## config.mk

```make
export PLATFORM = sky130hd
export DESIGN_NAME = sdw_ctrl
export DESIGN_NICKNAME = d
export VERILOG_FILES = /design/src/rtl/sdw_pkg.sv /design/src/rtl/sdw_clkdiv.sv /design/src/rtl/sdw_irq_det.sv /design/src/rtl/sdw_ctrl.sv
export SDC_FILE = /design/constraint.sdc
export NUM_CORES = 1
export LEC_CHECK = 0
export BUFFER_PORTS_ARGS = -buffer_cell sky130_fd_sc_hd__buf_2
export CAP_MARGIN = 20
export CORE_ASPECT_RATIO = 0.7
export CORE_MARGIN = 1
export CORE_UTILIZATION = 45
export CTS_CLUSTER_SIZE = 24
export DETAILED_ROUTE_END_ITERATION = 6
export PLACE_DENSITY = 0.78
export REMOVE_ABC_BUFFERS = 1
export SYNTH_ARGS = -nofsm -noshare
export SYNTH_HDL_FRONTEND = slang
export SYNTH_SLANG_ARGS = --single-unit
```

## constraint.sdc

```tcl
create_clock -name pclk -period 5.4 [get_ports pclk]
set_input_delay 1.08 -clock pclk [delete_from_list [all_inputs] [get_ports pclk]]
set_output_delay 1.08 -clock pclk [all_outputs]
set_load 0.02 [all_outputs]
```

## src/rtl/sdw_pkg.sv

```systemverilog
package sdw_pkg;
    localparam logic [31:0] ADDR_CORE_RST = 32'h5005_01C0;
    localparam logic [31:0] ADDR_USER = 32'h5005_0200;
    localparam logic [31:0] ADDR_USER2 = 32'h5005_0204;
    localparam logic [31:0] ADDR_CLKDIV = 32'h5005_0208;
    localparam logic [31:0] ADDR_SDIO = 32'h5005_020C;
    localparam logic [31:0] ADDR_DMABUF = 32'h5005_0300;
    localparam int USER_SYNC_BIT = 15;
    localparam int USER_RDPEND_BIT = 14;
    localparam int USER_WRPEND_BIT = 13;
    localparam int USER_LOOP_BIT = 8;
    localparam int USER_GATE_BIT = 7;
    localparam int USER_ROUTE_LSB = 2;
    localparam int USER_CD_BIT = 0;
    localparam int USER2_ADJ_LSB = 8;
    localparam int USER2_SMODE_BIT = 0;
    localparam int SDIO_HOST_BIT = 0;
    localparam int SDIO_CARD_BIT = 1;
    localparam logic [2:0] ROUTE_BOTH_A = 3'h0;
    localparam logic [2:0] ROUTE_BOTH_B = 3'h1;
    localparam logic [2:0] ROUTE_NONE = 3'h2;
    localparam logic [2:0] ROUTE_RESET = 3'h1;
    localparam logic [1:0] CLKDIV_RESET = 2'h0;
    localparam logic CORE_RST_RESET = 1'b1;
    localparam logic [1:0] CORE_RST_FIXED = 2'h3;
    typedef struct packed {
        logic sync;
        logic loop;
        logic gate;
        logic [2:0] route;
        logic cd;
        logic [2:0] adj;
        logic smode;
        logic core_rst;
        logic [1:0] div;
        logic [15:0] dmabuf;
        logic [31:0] rdata;
        logic rx_req;
        logic tx_req;
        logic rd_stb;
        logic wr_stb;
        logic irq_clr;
    } sdw_regs_s;
endpackage

```

## src/rtl/sdw_clkdiv.sv

```systemverilog
`timescale 1ns/1ps
`default_nettype none
module sdw_clkdiv (
    input wire logic pclk,
    input wire logic presetn,
    input wire logic en,
    input wire logic [1:0] div_sel,
    output logic card_clk
);
    typedef struct packed {
        logic [2:0] cnt;
        logic clk;
    } sdw_div_s;
    sdw_div_s st;
    sdw_div_s next_st;
    logic [2:0] half;

    always_comb begin
        // Half period in cycles minus one: 0, 1, 3, 7
        half = 3'((4'h1 << div_sel) - 4'h1);
        next_st = st;
        if (en) begin
            if (st.cnt >= half) begin
                next_st.cnt = 3'h0;
                next_st.clk = ~st.clk;
            end else begin
                next_st.cnt = st.cnt + 3'h1;
            end
        end
    end

    always_ff @(posedge pclk or negedge presetn) begin
        if (!presetn) begin
            st <= '0;
        end else begin
            st <= next_st;
        end
    end

    assign card_clk = st.clk;

    property p_div2;
        @(posedge pclk) disable iff (!presetn)
        (en && div_sel == 2'h0 && st.cnt == 3'h0) ##1 (en && div_sel == 2'h0)
            |=> card_clk != $past(card_clk);
    endproperty
    a_div2: assert property (p_div2) else $error("divide by 2 clock did not toggle");
endmodule
`default_nettype wire

```

## src/rtl/sdw_irq_det.sv

```systemverilog
`timescale 1ns/1ps
`default_nettype none
module sdw_irq_det (
    input wire logic pclk,
    input wire logic presetn,
    input wire logic soft_rst,
    input wire logic dat1_pin,
    input wire logic bus_4bit,
    input wire logic data_busy,
    input wire logic sync_window,
    input wire logic clear,
    output logic host_irq,
    output logic card_irq
);
    typedef struct packed {
        logic s1;
        logic s2;
        logic host;
        logic card;
    } sdw_irq_s;
    sdw_irq_s st;
    sdw_irq_s next_st;
    logic irq_low;
    logic sample_ok;

    always_comb begin
        irq_low = ~st.s2;
        // 1-bit bus: any period; 4-bit: idle line or the window between blocks
        sample_ok = !bus_4bit || !data_busy || sync_window;
        next_st = st;
        next_st.s1 = dat1_pin;
        next_st.s2 = st.s1;
        // Set wins over a clear in the same cycle
        if (soft_rst) begin
            next_st.host = 1'b0;
        end else if (irq_low && sample_ok) begin
            next_st.host = 1'b1;
        end else if (clear) begin
            next_st.host = 1'b0;
        end
        next_st.card = !soft_rst && irq_low && sample_ok && !sync_window;
    end

    always_ff @(posedge pclk or negedge presetn) begin
        if (!presetn) begin
            st <= '0;
            st.s1 <= 1'b1;
            st.s2 <= 1'b1;
        end else begin
            st <= next_st;
        end
    end

    assign host_irq = st.host;
    assign card_irq = st.card;

    property p_latch;
        @(posedge pclk) disable iff (!presetn)
        (host_irq && !clear && !soft_rst) |=> host_irq;
    endproperty
    a_latch: assert property (p_latch) else $error("host irq dropped without clear");
    property p_sync_only;
        @(posedge pclk) disable iff (!presetn)
        (sync_window && irq_low) |=> !card_irq;
    endproperty
    a_sync_only: assert property (p_sync_only) else $error("card irq in sync window");
    property p_busy4;
        @(posedge pclk) disable iff (!presetn)
        (bus_4bit && data_busy && !sync_window && !host_irq) |=> !host_irq;
    endproperty
    a_busy4: assert property (p_busy4) else $error("irq taken during 4-bit block");
    property p_1bit;
        @(posedge pclk) disable iff (!presetn)
        (!bus_4bit && irq_low && !soft_rst) |=> host_irq && card_irq == !$past(sync_window);
    endproperty
    a_1bit: assert property (p_1bit) else $error("1-bit irq not detected");
    c_sync_irq: cover property (@(posedge pclk) disable iff (!presetn)
        sync_window && bus_4bit && irq_low ##1 host_irq);
endmodule
`default_nettype wire

```

## src/rtl/sdw_ctrl.sv

```systemverilog
// Decided for this implementation: the APB register port.
`timescale 1ns/1ps
`default_nettype none
module sdw_ctrl (
    input wire logic pclk,
    input wire logic presetn,
    input wire logic psel,
    input wire logic penable,
    input wire logic pwrite,
    input wire logic [31:0] paddr,
    input wire logic [31:0] pwdata,
    output logic [31:0] prdata,
    output logic pready,
    output logic pslverr,
    input wire logic rx_buf_req,
    input wire logic tx_buf_req,
    output logic receive_dma_request,
    output logic transmit_dma_request,
    input wire logic [15:0] buf_rd_data,
    output logic buf_rd_strobe,
    output logic [15:0] buf_wr_data,
    output logic buf_wr_strobe,
    output logic timing_mode_select,
    output logic module_clk_en,
    output logic card_clock_loop_select,
    output logic wrapper_soft_reset,
    output logic core_reset_n,
    output logic [2:0] internal_adjust_field,
    output logic card_clock_out_pin,
    input wire logic card_dat1_in,
    input wire logic bus_4bit,
    input wire logic data_busy,
    input wire logic sync_window,
    output logic host_side_irq_out,
    output logic card_side_irq_out
);
    sdw_pkg::sdw_regs_s st;
    sdw_pkg::sdw_regs_s next_st;
    logic setup;
    logic access;
    logic wr;
    logic rd;
    logic mapped;
    logic route_on;
    logic [31:0] rd_val;

    function automatic logic hit(input logic [31:0] a);
        hit = (a == sdw_pkg::ADDR_USER) || (a == sdw_pkg::ADDR_USER2) ||
              (a == sdw_pkg::ADDR_CORE_RST) || (a == sdw_pkg::ADDR_CLKDIV) ||
              (a == sdw_pkg::ADDR_SDIO) || (a == sdw_pkg::ADDR_DMABUF);
    endfunction

    // Read data is sampled in the setup cycle so prdata comes from a flop
    always_comb begin
        rd_val = 32'h0000_0000;
        case (paddr)
            sdw_pkg::ADDR_USER: begin
                rd_val[sdw_pkg::USER_SYNC_BIT] = st.sync;
                rd_val[sdw_pkg::USER_RDPEND_BIT] = st.rx_req;
                rd_val[sdw_pkg::USER_WRPEND_BIT] = st.tx_req;
                rd_val[sdw_pkg::USER_LOOP_BIT] = st.loop;
                rd_val[sdw_pkg::USER_GATE_BIT] = st.gate;
                rd_val[sdw_pkg::USER_ROUTE_LSB +: 3] = st.route;
                rd_val[sdw_pkg::USER_CD_BIT] = st.cd;
            end
            sdw_pkg::ADDR_USER2: begin
                rd_val[sdw_pkg::USER2_ADJ_LSB +: 3] = st.adj;
                rd_val[sdw_pkg::USER2_SMODE_BIT] = st.smode;
            end
            sdw_pkg::ADDR_CORE_RST: begin
                rd_val[2:1] = sdw_pkg::CORE_RST_FIXED;
                rd_val[0] = st.core_rst;
            end
            sdw_pkg::ADDR_CLKDIV: begin
                rd_val[1:0] = st.div;
            end
            sdw_pkg::ADDR_SDIO: begin
                rd_val[sdw_pkg::SDIO_HOST_BIT] = host_side_irq_out;
                rd_val[sdw_pkg::SDIO_CARD_BIT] = card_side_irq_out;
            end
            sdw_pkg::ADDR_DMABUF: begin
                rd_val[15:0] = buf_rd_data;
            end
            default: begin
                rd_val = 32'h0000_0000;
            end
        endcase
    end

    always_comb begin
        setup = psel && !penable;
        access = psel && penable;
        mapped = hit(paddr);
        wr = access && pwrite && mapped;
        rd = access && !pwrite && mapped;
        route_on = (st.route == sdw_pkg::ROUTE_BOTH_A) ||
                   (st.route == sdw_pkg::ROUTE_BOTH_B);
        next_st = st;
        next_st.rd_stb = 1'b0;
        next_st.wr_stb = 1'b0;
        next_st.irq_clr = 1'b0;
        if (setup) begin
            next_st.rdata = pwrite ? 32'h0000_0000 : rd_val;
        end
        // Requests pass through only while routed and the wrapper is out of reset
        next_st.rx_req = rx_buf_req && route_on && !st.cd;
        next_st.tx_req = tx_buf_req && route_on && !st.cd;
        if (wr) begin
            case (paddr)
                sdw_pkg::ADDR_USER: begin
                    next_st.sync = pwdata[sdw_pkg::USER_SYNC_BIT];
                    next_st.loop = pwdata[sdw_pkg::USER_LOOP_BIT];
                    next_st.gate = pwdata[sdw_pkg::USER_GATE_BIT];
                    next_st.route = pwdata[sdw_pkg::USER_ROUTE_LSB +: 3];
                    next_st.cd = pwdata[sdw_pkg::USER_CD_BIT];
                end
                sdw_pkg::ADDR_USER2: begin
                    // Stored as written; other values are not meaningful
                    next_st.adj = pwdata[sdw_pkg::USER2_ADJ_LSB +: 3];
                    next_st.smode = pwdata[sdw_pkg::USER2_SMODE_BIT];
                end
                sdw_pkg::ADDR_CORE_RST: begin
                    next_st.core_rst = pwdata[0];
                end
                sdw_pkg::ADDR_CLKDIV: begin
                    next_st.div = pwdata[1:0];
                end
                sdw_pkg::ADDR_SDIO: begin
                    next_st.irq_clr = pwdata[sdw_pkg::SDIO_HOST_BIT];
                end
                sdw_pkg::ADDR_DMABUF: begin
                    // Meant for the DMA controller, not the processor
                    next_st.dmabuf = pwdata[15:0];
                    next_st.wr_stb = 1'b1;
                end
                default: begin
                    next_st.wr_stb = 1'b0;
                end
            endcase
        end
        if (rd && paddr == sdw_pkg::ADDR_DMABUF) begin
            next_st.rd_stb = 1'b1;
        end
    end

    always_ff @(posedge pclk or negedge presetn) begin
        if (!presetn) begin
            st <= '0;
            st.route <= sdw_pkg::ROUTE_RESET;
            st.core_rst <= sdw_pkg::CORE_RST_RESET;
            st.div <= sdw_pkg::CLKDIV_RESET;
        end else begin
            st <= next_st;
        end
    end

    assign prdata = st.rdata;
    assign pready = 1'b1;
    assign pslverr = access && !mapped;
    assign receive_dma_request = st.rx_req;
    assign transmit_dma_request = st.tx_req;
    assign buf_rd_strobe = st.rd_stb;
    assign buf_wr_data = st.dmabuf;
    assign buf_wr_strobe = st.wr_stb;
    assign timing_mode_select = st.sync | st.smode;
    assign module_clk_en = ~st.gate;
    assign card_clock_loop_select = st.loop;
    assign wrapper_soft_reset = st.cd;
    assign core_reset_n = st.core_rst;
    assign internal_adjust_field = st.adj;

    sdw_clkdiv u_div (
        .pclk(pclk),
        .presetn(presetn),
        .en(module_clk_en),
        .div_sel(st.div),
        .card_clk(card_clock_out_pin)
    );

    sdw_irq_det u_irq (
        .pclk(pclk),
        .presetn(presetn),
        .soft_rst(st.cd),
        .dat1_pin(card_dat1_in),
        .bus_4bit(bus_4bit),
        .data_busy(data_busy),
        .sync_window(sync_window),
        .clear(st.irq_clr),
        .host_irq(host_side_irq_out),
        .card_irq(card_side_irq_out)
    );

    property p_mode;
        @(posedge pclk) disable iff (!presetn)
        (wr && paddr == sdw_pkg::ADDR_USER2 && pwdata[0]) |=> timing_mode_select;
    endproperty
    a_mode: assert property (p_mode) else $error("sync mode bit not effective");
    property p_mode_off;
        @(posedge pclk) disable iff (!presetn)
        (!st.sync && !st.smode) |-> !timing_mode_select;
    endproperty
    a_mode_off: assert property (p_mode_off) else $error("mode high with both bits low");
    property p_pend_read;
        @(posedge pclk) disable iff (!presetn)
        (setup && !pwrite && paddr == sdw_pkg::ADDR_USER)
            |=> prdata[14] == $past(receive_dma_request) &&
                prdata[13] == $past(transmit_dma_request);
    endproperty
    a_pend_read: assert property (p_pend_read) else $error("pending bits misread");
    property p_gate;
        @(posedge pclk) disable iff (!presetn)
        !module_clk_en ##1 !module_clk_en |-> $stable(card_clock_out_pin);
    endproperty
    a_gate: assert property (p_gate) else $error("card clock ran while stopped");
    property p_route_none;
        @(posedge pclk) disable iff (!presetn)
        (st.route == sdw_pkg::ROUTE_NONE) |=> !receive_dma_request && !transmit_dma_request;
    endproperty
    a_route_none: assert property (p_route_none) else $error("request with route 010");
    property p_route_rx;
        @(posedge pclk) disable iff (!presetn)
        (rx_buf_req && route_on && !st.cd) |=> receive_dma_request;
    endproperty
    a_route_rx: assert property (p_route_rx) else $error("routed rx request lost");
    property p_cd;
        @(posedge pclk) disable iff (!presetn)
        wrapper_soft_reset |=> !receive_dma_request && !transmit_dma_request;
    endproperty
    a_cd: assert property (p_cd) else $error("request during wrapper reset");
    property p_core;
        @(posedge pclk) disable iff (!presetn)
        (wr && paddr == sdw_pkg::ADDR_CORE_RST) |=> core_reset_n == $past(pwdata[0]);
    endproperty
    a_core: assert property (p_core) else $error("core reset bit not applied");
    property p_dmabuf;
        @(posedge pclk) disable iff (!presetn)
        (wr && paddr == sdw_pkg::ADDR_DMABUF)
            |=> buf_wr_strobe && buf_wr_data == $past(pwdata[15:0]) ##1 !buf_wr_strobe;
    endproperty
    a_dmabuf: assert property (p_dmabuf) else $error("dma buffer write wrong");

    c_dma_wr: cover property (@(posedge pclk) disable iff (!presetn)
        wr && paddr == sdw_pkg::ADDR_DMABUF);
    c_rx_req: cover property (@(posedge pclk) disable iff (!presetn)
        rx_buf_req ##1 receive_dma_request);
    c_gate: cover property (@(posedge pclk) disable iff (!presetn)
        module_clk_en ##1 !module_clk_en);
endmodule
`default_nettype wire

```

# [Yosys cells after proc, flatten, opt, wreduce, memory -nomap -nowiden]
# Index checks and enable logic that the tools add are counted.
[totals] elab_cells=95 out_inout_bits=65 register_bits=75
[op_classes] mux=19 shifts=1 eq_ne=7 bitwise=4 n_addsub=2 n_reduce_logical=39 magnitude_cmp=1
[op_table] cell="32-bit by 31-bit == test with 1-bit output, second input constant" count=6
[op_table] cell="1-bit logical AND" count=16
[op_table] cell="16-bit two-way mux" count=1
[op_table] cell="2-bit AND reduction" count=6
[op_table] cell="1-bit logical OR" count=8
[op_table] cell="2-bit one-hot mux with 2 select lines" count=2
[op_table] cell="1-bit zero test" count=7
[op_table] cell="1-bit two-way mux" count=6
[op_table] cell="2-bit two-way mux" count=3
[op_table] cell="1-bit one-hot mux with 3 select lines" count=2
[op_table] cell="1-bit one-hot mux with 6 select lines" count=1
[op_table] cell="3-bit one-hot mux with 2 select lines" count=1
[op_table] cell="1-bit one-hot mux with 4 select lines" count=1
[op_table] cell="3-bit by 1-bit adder with 3-bit output, second input constant" count=1
[op_table] cell="3-bit by 1-bit == test with 1-bit output, second input constant" count=1
[op_table] cell="3-bit greater-or-equal comparator" count=1
[op_table] cell="3-bit zero test" count=1
[op_table] cell="3-bit two-way mux" count=1
[op_table] cell="1-bit inverter" count=3
[op_table] cell="3-bit nonzero test" count=1
[op_table] cell="1-bit by 2-bit << shifter with 3-bit output, first input constant" count=1
[op_table] cell="3-bit by 1-bit subtractor with 3-bit output, second input constant" count=1
[op_table] cell="1-bit one-hot mux with 2 select lines" count=1
[op_table] cell="1-bit OR" count=1

# [Longest topological paths before layout]
# Gate-level depths: netlist of run 1.
[depth] ltp_word=9 ltp_mapped=8

# [By module]
# From an unflattened synthesis of run 1, not the netlist that was laid out.
[hier_totals] hier_cells=281 area_unflattened_um2=3158.0
[modules_own_cells] mod="sdw_ctrl" n_inst=1 cells_each=245 area_per_inst_um2=2757.6 seq_area_each_um2=1278.7
[modules_own_cells] mod="sdw_clkdiv" n_inst=1 cells_each=27 area_per_inst_um2=259.0 seq_area_each_um2=100.1
[modules_own_cells] mod="sdw_irq_det" n_inst=1 cells_each=9 area_per_inst_um2=141.4 seq_area_each_um2=102.6

# [Least setup slack after synthesis of run 1]
# OpenSTA, ideal clock, no wires.
[synth_timing] path_type="in2out" from="input port paddr[1]" to="output port pslverr" path_slack_ps=1752 t_arrival_ps=2568 path_stages=5 path_buffers=1 t_required_ps=4320 cell_sequence="or4_1 buf_2 nor3_1 a31oi_1 o311a_1"
[synth_via] elab_chain_cells=8 elab_cells_between_ends=13 cone_classes="6 x eq/ne; 7 x reduce/logical"
[synth_lines] element="start, declared" line="sdw_ctrl.sv:10" rtl="input wire logic [31:0] paddr,"
[synth_lines] element="32-bit by 31-bit == test with 1-bit output" line="sdw_ctrl.sv:48" rtl="hit = (a == sdw_pkg::ADDR_USER) || (a == sdw_pkg::ADDR_USER2) ||"
[synth_lines] element="1-bit logical OR (2 in series)" line="sdw_ctrl.sv:48"
[synth_lines] element="1-bit logical OR (2 in series)" line="sdw_ctrl.sv:49" rtl="(a == sdw_pkg::ADDR_CORE_RST) || (a == sdw_pkg::ADDR_CLKDIV) ||"
[synth_lines] element="1-bit logical OR (*)" line="sdw_ctrl.sv:50" rtl="(a == sdw_pkg::ADDR_SDIO) || (a == sdw_pkg::ADDR_DMABUF);"
[synth_lines] element="1-bit zero test (*)" line="sdw_ctrl.sv:159" rtl="assign pslverr = access && !mapped;"
[synth_lines] element="1-bit logical AND (*)" line="sdw_ctrl.sv:159"
[synth_lines] element="end, declared" line="sdw_ctrl.sv:14" rtl="output logic pslverr,"
# Every way passes the cells marked *; elsewhere a longest branch is shown, timed or not.

# [Worst setup path after layout of run 1]
# Same ends and word-level chain as after synthesis.

==> flow_summary.yaml, run 1 <==
global_routing:
  grt_max_degree: 60
  top_usage_layer: "met2"
  grt_overflow: 0
  grt_util_met3_pct: 6.42
  first_global_vias: 2305
  grt_use_met2_pct: 34.1
  grt_pass1_wl_um: 11100
  grt.met1_usage_pct: 24.8
  grt_use_total_pct: 20.5
  antenna_found_initial: 0
floorplanning:
  core_um2: 6820
  ios: 156
  die-area_um2: 7470
  fp-row-count: 25
  start_util_pct: 47.0
  die-width_um: 103
  dieHeight_um: 72.6
worst_setup_path:
  end_kind: "output port"
  crit_chain: "buf_2 -> or4_1 -> nor3_1 -> a31oi_1 -> o311a_1 -> buf_2"
  reg2regPathDepth: 7
  path_max_fanout: 6
  r2r-start: "st[53]"
  crit_top_cell: "buf_2"
  start_kind: "input port"
  critPathKind: "input port to output port"
  crit_path_max_incr_delay_ns: 0.69
  worst_path_max_delay_cell: "or4_1"
  critPathArrivalTime_ns: 2.92
  crit_required_ns: 4.32
  ff2ff_setup_slack_ns: 3.52
  r2r-end: "u_div.card_clk"
detailed_routing:
  via_per_inst: 4.99
  routed_wl_um: 7350
  drc: 0
  drt_iter0_drc: 100
  first_pass_iters: 4
  post_drt_wl_per_cell_um: 15.4
  vias: 2388
  drtAntennaViolNets: 0
synth:
  synth.cell_area_um2: 3200
  ys_seq_area_share_pct: 46.2
  ys_ff_latch: 59
  synth_top_area_share_pct: 43.0
  synth_area_leaders: "dfrtp_1 43%, buf_4 12%, mux2_2 7.0%"
  yosys.area.top_type: "dfrtp_1"
  yosysWarnings: 0
  syn-instance-count: 291
  syn_avg_cell_area_um2: 11.0
  synth_cell_types: 49
clocking:
  path_clk_slew_ns: 0.07
  clkSinkCount: 59
  hold_buffers: 0
  cts_buffer_depth: 2
  htree_levels: 3
  root_buffer: "clkbuf_8"
  cts_resized: 0
  cts_buffers: 9
  clk_latency_ns: 0.34
  post-cts-setup-buffers: 0
  cts_tree: "built"
sta:
  fin_tns_setup_ns: 0
  setup_viol: 0
  fin_ws_ns: 1.40
  hold_violations: 0
  maxSlewViolCount: 0
  rsz0062_at_grt: "false"
  min_period_ns: 4.00
  clock-skew-final_ns: 0.00706
  period_share_pct: 74.1
  worstMarginPinSlew_ns: 1.04
  slew-limit-headroom_pct: 30.1
  max_freq_mhz: 250
worst_hold_path:
  worstHoldEndpoint: "u_irq.st[2]"
  min_from: "u_irq.next_st[2]"
  hp-class: "flop to flop"
  hold_depth: 0
power_and_ir_drop:
  intPower_uw: 697
  combPwrFrac_pct: 7.7
  sequentialPowerShare_pct: 48.6
  power_density_nw_per_um2: 244
  power.switching_uw: 220
  irDropWorstVdd_v: 0.000141
  switching_share_pct: 24.0
  power.share.clock_pct: 43.7
  p_leak_nw: 1.96
layout:
  drive_gt1_share_pct: 46.8
  most-common-layout-cells: "122 x buf_2, 55 x dfrtp_1, 20 x mux2_2"
  area_growth_pct: 17.1
  final_common_cell: "buf_2"
  final_util_pct: 55.0
  nets: 475
  diodes: 0
run_status:
  status: "complete, no violations"
placement:
  gp_congestion: 0.812
  io_buffers: 122
  post-place-ws_ns: 1.41
  hpwl_um: 5400
job:
  drv_cap: 0
==> flip-flops by register name, summed over array words and instances, names as in the netlist <==
register and count:
buf_rd_strobe 1, buf_wr_data 16, u_div.card_clk 1, internal_adjust_field 3, u_irq.card_irq 1, transmit_dma_request 1, wrapper_soft_reset 1, u_div.st 3
core_reset_n 1, card_clock_loop_select 1, u_irq.st 1, u_irq.next_st 1, receive_dma_request 1, buf_wr_strobe 1, prdata 16, st 9
u_irq.host_irq 1
==> power groups by stage <==
stage	Clock, mW	Combinational [mW]	Sequential [mW]
global route	0.432	0.0782	0.445
floorplan	0	0.0230	0.455
detailed placement	0	0.0703	0.454
CTS	0.414	0.0707	0.445
finish	0.401	0.0703	0.445
global placement	0	0.0685	0.454
==> worst max-delay path by stage <==
| stage | start | to |
|---|---|---|
| 6_report | paddr[1] | pslverr |
| 5_1_grt | paddr[1] | pslverr |
| 4_1_cts | paddr[1] | pslverr |
| 3_5_place_dp | paddr[1] | pslverr |
| 3_3_place_gp | paddr[1] | pslverr |
| 2_1_floorplan | paddr[1] | pslverr |
==> synth_stat cells, drive strengths merged <==
| cell type | number |
|---|---|
| buf | 55 |
| dfrtp | 55 |
| mux2 | 30 |
| nand2 | 16 |
| nor2 | 13 |
| o21ai | 13 |
| and2 | 12 |
| a31oi | 10 |
| inv | 9 |
| nor4 | 7 |
| clkbuf | 5 |
| nand3 | 5 |
| a22o | 4 |
| dfstp | 4 |
| ha | 4 |
| nand2b | 4 |
| nor3 | 4 |
| or4 | 4 |
| mux2i | 3 |
| nand4 | 3 |
| nor4b | 3 |
| a211o | 2 |
| a21o | 2 |
| a21oi | 2 |
| a221o | 2 |
| conb | 2 |
| nand4b | 2 |
| or2 | 2 |
| or3b | 2 |
| a211oi | 1 |
| a21boi | 1 |
| and2b | 1 |
| and3 | 1 |
| nand3b | 1 |
| nor3b | 1 |
| nor4bb | 1 |
| o21bai | 1 |
| o311a | 1 |
| o31ai | 1 |
| or3 | 1 |
| xor2 | 1 |
==> metrics by stage <==
step / power (mW) / hold WS [ns] / cells / instance area (um^2)
final: 0.917 / 0.357 / 479 / 3750
after global routing: 0.956 / 0.362 / 479 / 3750
after CTS: 0.929 / 0.357 / 479 / 3750
after detailed placement: 0.524 / 0.347 / 463 / 3550
after global placement: 0.522 / 0.348 / 463 / 3550
after floorplan: 0.478 / 0.345 / 246 / 2820
==> logic make-up after synthesis <==
family | after synthesis | share of synthesized area (%)
buf+inv | 69 | 14.8
mux | 33 | 12.7
fa+ha+maj | 4 | 1.56
simple gates | 83 | 15.9
compound gates | 40 | 8.28
xor+xnor | 1 | 0.273
other cells | 2 | 0.234
flops | 59 | 46.2
==> area by class of cell <==
cell class / instances / area [um^2]
Fill cell: 621 / 3070
Sequential cell: 59 / 1480
Multi-Input combinational cell: 178 / 1300
Timing Repair Buffer: 123 / 618
Clock buffer: 12 / 145
Tap cell: 94 / 118
Clock inverter: 4 / 51.3
Inverter: 9 / 33.8
==> routing by layer <==
layer | vias up | share of wire (%)
met5 | - | 0
met4 | 0 | 1.6
met3 | 12 | 8.3
met2 | 116 | 47
met1 | 1118 | 43
li1 | 1142 | -
==> critical path, delay by kind of cell <==
| kind | cells | cell delay, ns |
|---|---|---|
| simple gates | 2 | 1.11 |
| compound gates | 2 | 0.48 |
| buf+inv | 2 | 0.25 |
(Power assumes the default switching activity.)
==> run 2: changes to the inputs <==
==> constraint.sdc (replaced) <==
create_clock -name pclk -period 3.9 [get_ports pclk]
set_input_delay 0.78 -clock pclk [delete_from_list [all_inputs] [get_ports pclk]]
set_output_delay 0.78 -clock pclk [all_outputs]
set_load 0.02 [all_outputs]
==> run 2 against run 1 <==
Net effect:
- first-iteration DRC count decreased by 26%
- die area is the same
- critical path depth did not move
- clock power grew 41%
- worst setup slack got worse by 0.86 ns
- via count up 0.13%
- non-clock buffer count grew 4
- critical path type unchanged
- final cell count rose by 0.84%
==> flow_summary.yaml, run 2 (synthesized netlist as in run 1, its figures left out) <==
run_status:
  status: "complete, no violations"
detailed_routing:
  via_per_inst: 4.95
  vias: 2391
  first_pass_iters: 4
  drc: 0
  drt_iter0_drc: 74
  post_drt_wl_per_cell_um: 14.9
  drtAntennaViolNets: 0
  routed_wl_um: 7210
floorplanning:
  ios: 156
  dieHeight_um: 72.6
  fp-row-count: 25
  core_um2: 6820
  die-area_um2: 7470
  start_util_pct: 47.0
  die-width_um: 103
clocking:
  htree_levels: 3
  cts_buffers: 9
  path_clk_slew_ns: 0.06
  cts_resized: 0
  clk_latency_ns: 0.33
  cts_buffer_depth: 2
  cts_tree: "built"
  root_buffer: "clkbuf_8"
  hold_buffers: 0
  post-cts-setup-buffers: 0
  clkSinkCount: 59
worst_setup_path:
  r2r-end: "u_div.st[2]"
  ff2ff_setup_slack_ns: 2.01
  crit_chain: "buf_2 -> or4_1 -> nor3_1 -> a31oi_1 -> o311a_1 -> buf_2"
  cp_num_buf_inv: 2
  critPathKind: "input port to output port"
  path_max_fanout: 6
  crit_end: "pslverr"
  worst_path_max_delay_cell: "or4_1"
  startpoint: "paddr[1]"
  end_kind: "output port"
  critPathArrivalTime_ns: 2.58
  reg2regPathDepth: 7
  crit_required_ns: 3.12
  critical_path_depth: 6
  cp_top_family: "simple AND/OR/NAND/NOR gates"
  crit_top_cell: "buf_2"
  r2r-start: "st[53]"
  crit_path_max_incr_delay_ns: 0.68
  start_kind: "input port"
sta:
  period_share_pct: 86.2
  setup_viol: 0
  clock-skew-final_ns: 0.00592
  max_freq_mhz: 298
  slew-limit-headroom_pct: 51.8
  maxSlewViolCount: 0
  worstMarginPinSlew_ns: 0.722
  rsz0062_at_grt: "false"
  fin_tns_setup_ns: 0
  min_period_ns: 3.36
  hold_violations: 0
layout:
  drive_gt1_share_pct: 47.6
  final_util_pct: 55.6
  filler_cell_count: 633
  nets: 479
  final_common_cell: "buf_2"
  most-common-layout-cells: "122 x buf_2, 55 x dfrtp_1, 20 x mux2_2"
  diodes: 0
  area_growth_pct: 18.2
placement:
  hpwl_um: 5460
  gp_congestion: 0.817
  io_buffers: 122
power_and_ir_drop:
  irDropWorstVdd_v: 0.000216
  power_density_nw_per_um2: 338
  p_leak_nw: 1.99
global_routing:
  grt_use_total_pct: 19.6
  first_global_vias: 2188
  antenna_found_initial: 0
  grt_pass1_wl_um: 10800
  grt_max_degree: 34
  grt_overflow: 0
job:
  drv_cap: 0
worst_hold_path:
  hp-class: "flop to flop"
## run 2: layout make-up
cell class              instances  area, um^2  share of cell area [%]
clock inverters                 4        48.8                    1.29
inverters                       9        33.8                   0.892
multi-input cells             178        1300                    34.4
well taps                      94         118                    3.10
clock buffers                  12         155                    4.10
repair buffers                127         648                    17.1
flip-flops and latches         59        1480                    39.1
## run 2: per-stage QoR
stage	setup slack [ns]	cells	power [mW]	area, um^2	hold slack [ns]
after floorplan	0.811	246	0.662	2820	0.345
after global placement	0.536	467	0.724	3580	0.348
after detailed placement	0.527	467	0.726	3580	0.350
after CTS	0.527	483	1.30	3790	0.359
after global routing	0.430	483	1.33	3790	0.365
final	0.540	483	1.28	3790	0.358
## run 2: metal layers
layer	track usage [%]	up-vias	wire length (um)
met1	24.7	1135	3150
met5	0	-	0
met4	5.48	0	42
li1	-	1144	-
met2	32.5	106	3450
met3	6.42	6	568
## run 2: report_power, final
group / internal (mW) / switching, mW
Clock: 0.329 / 0.237
Combinational: 0.0374 / 0.0603
Sequential: 0.616 / 0.00119
## run 2: worst min path at each step
stage	cells after the start	endpoint	start	slack, ns
after global routing	0	u_irq.st[2]	u_irq.next_st[2]	0.37
after detailed placement	0	u_irq.st[2]	u_irq.next_st[2]	0.35
after floorplan	0	u_irq.st[2]	u_irq.next_st[2]	0.35
after global placement	0	u_irq.st[2]	u_irq.next_st[2]	0.35
final	0	u_irq.st[2]	u_irq.next_st[2]	0.36
after CTS	0	u_irq.st[2]	u_irq.next_st[2]	0.36
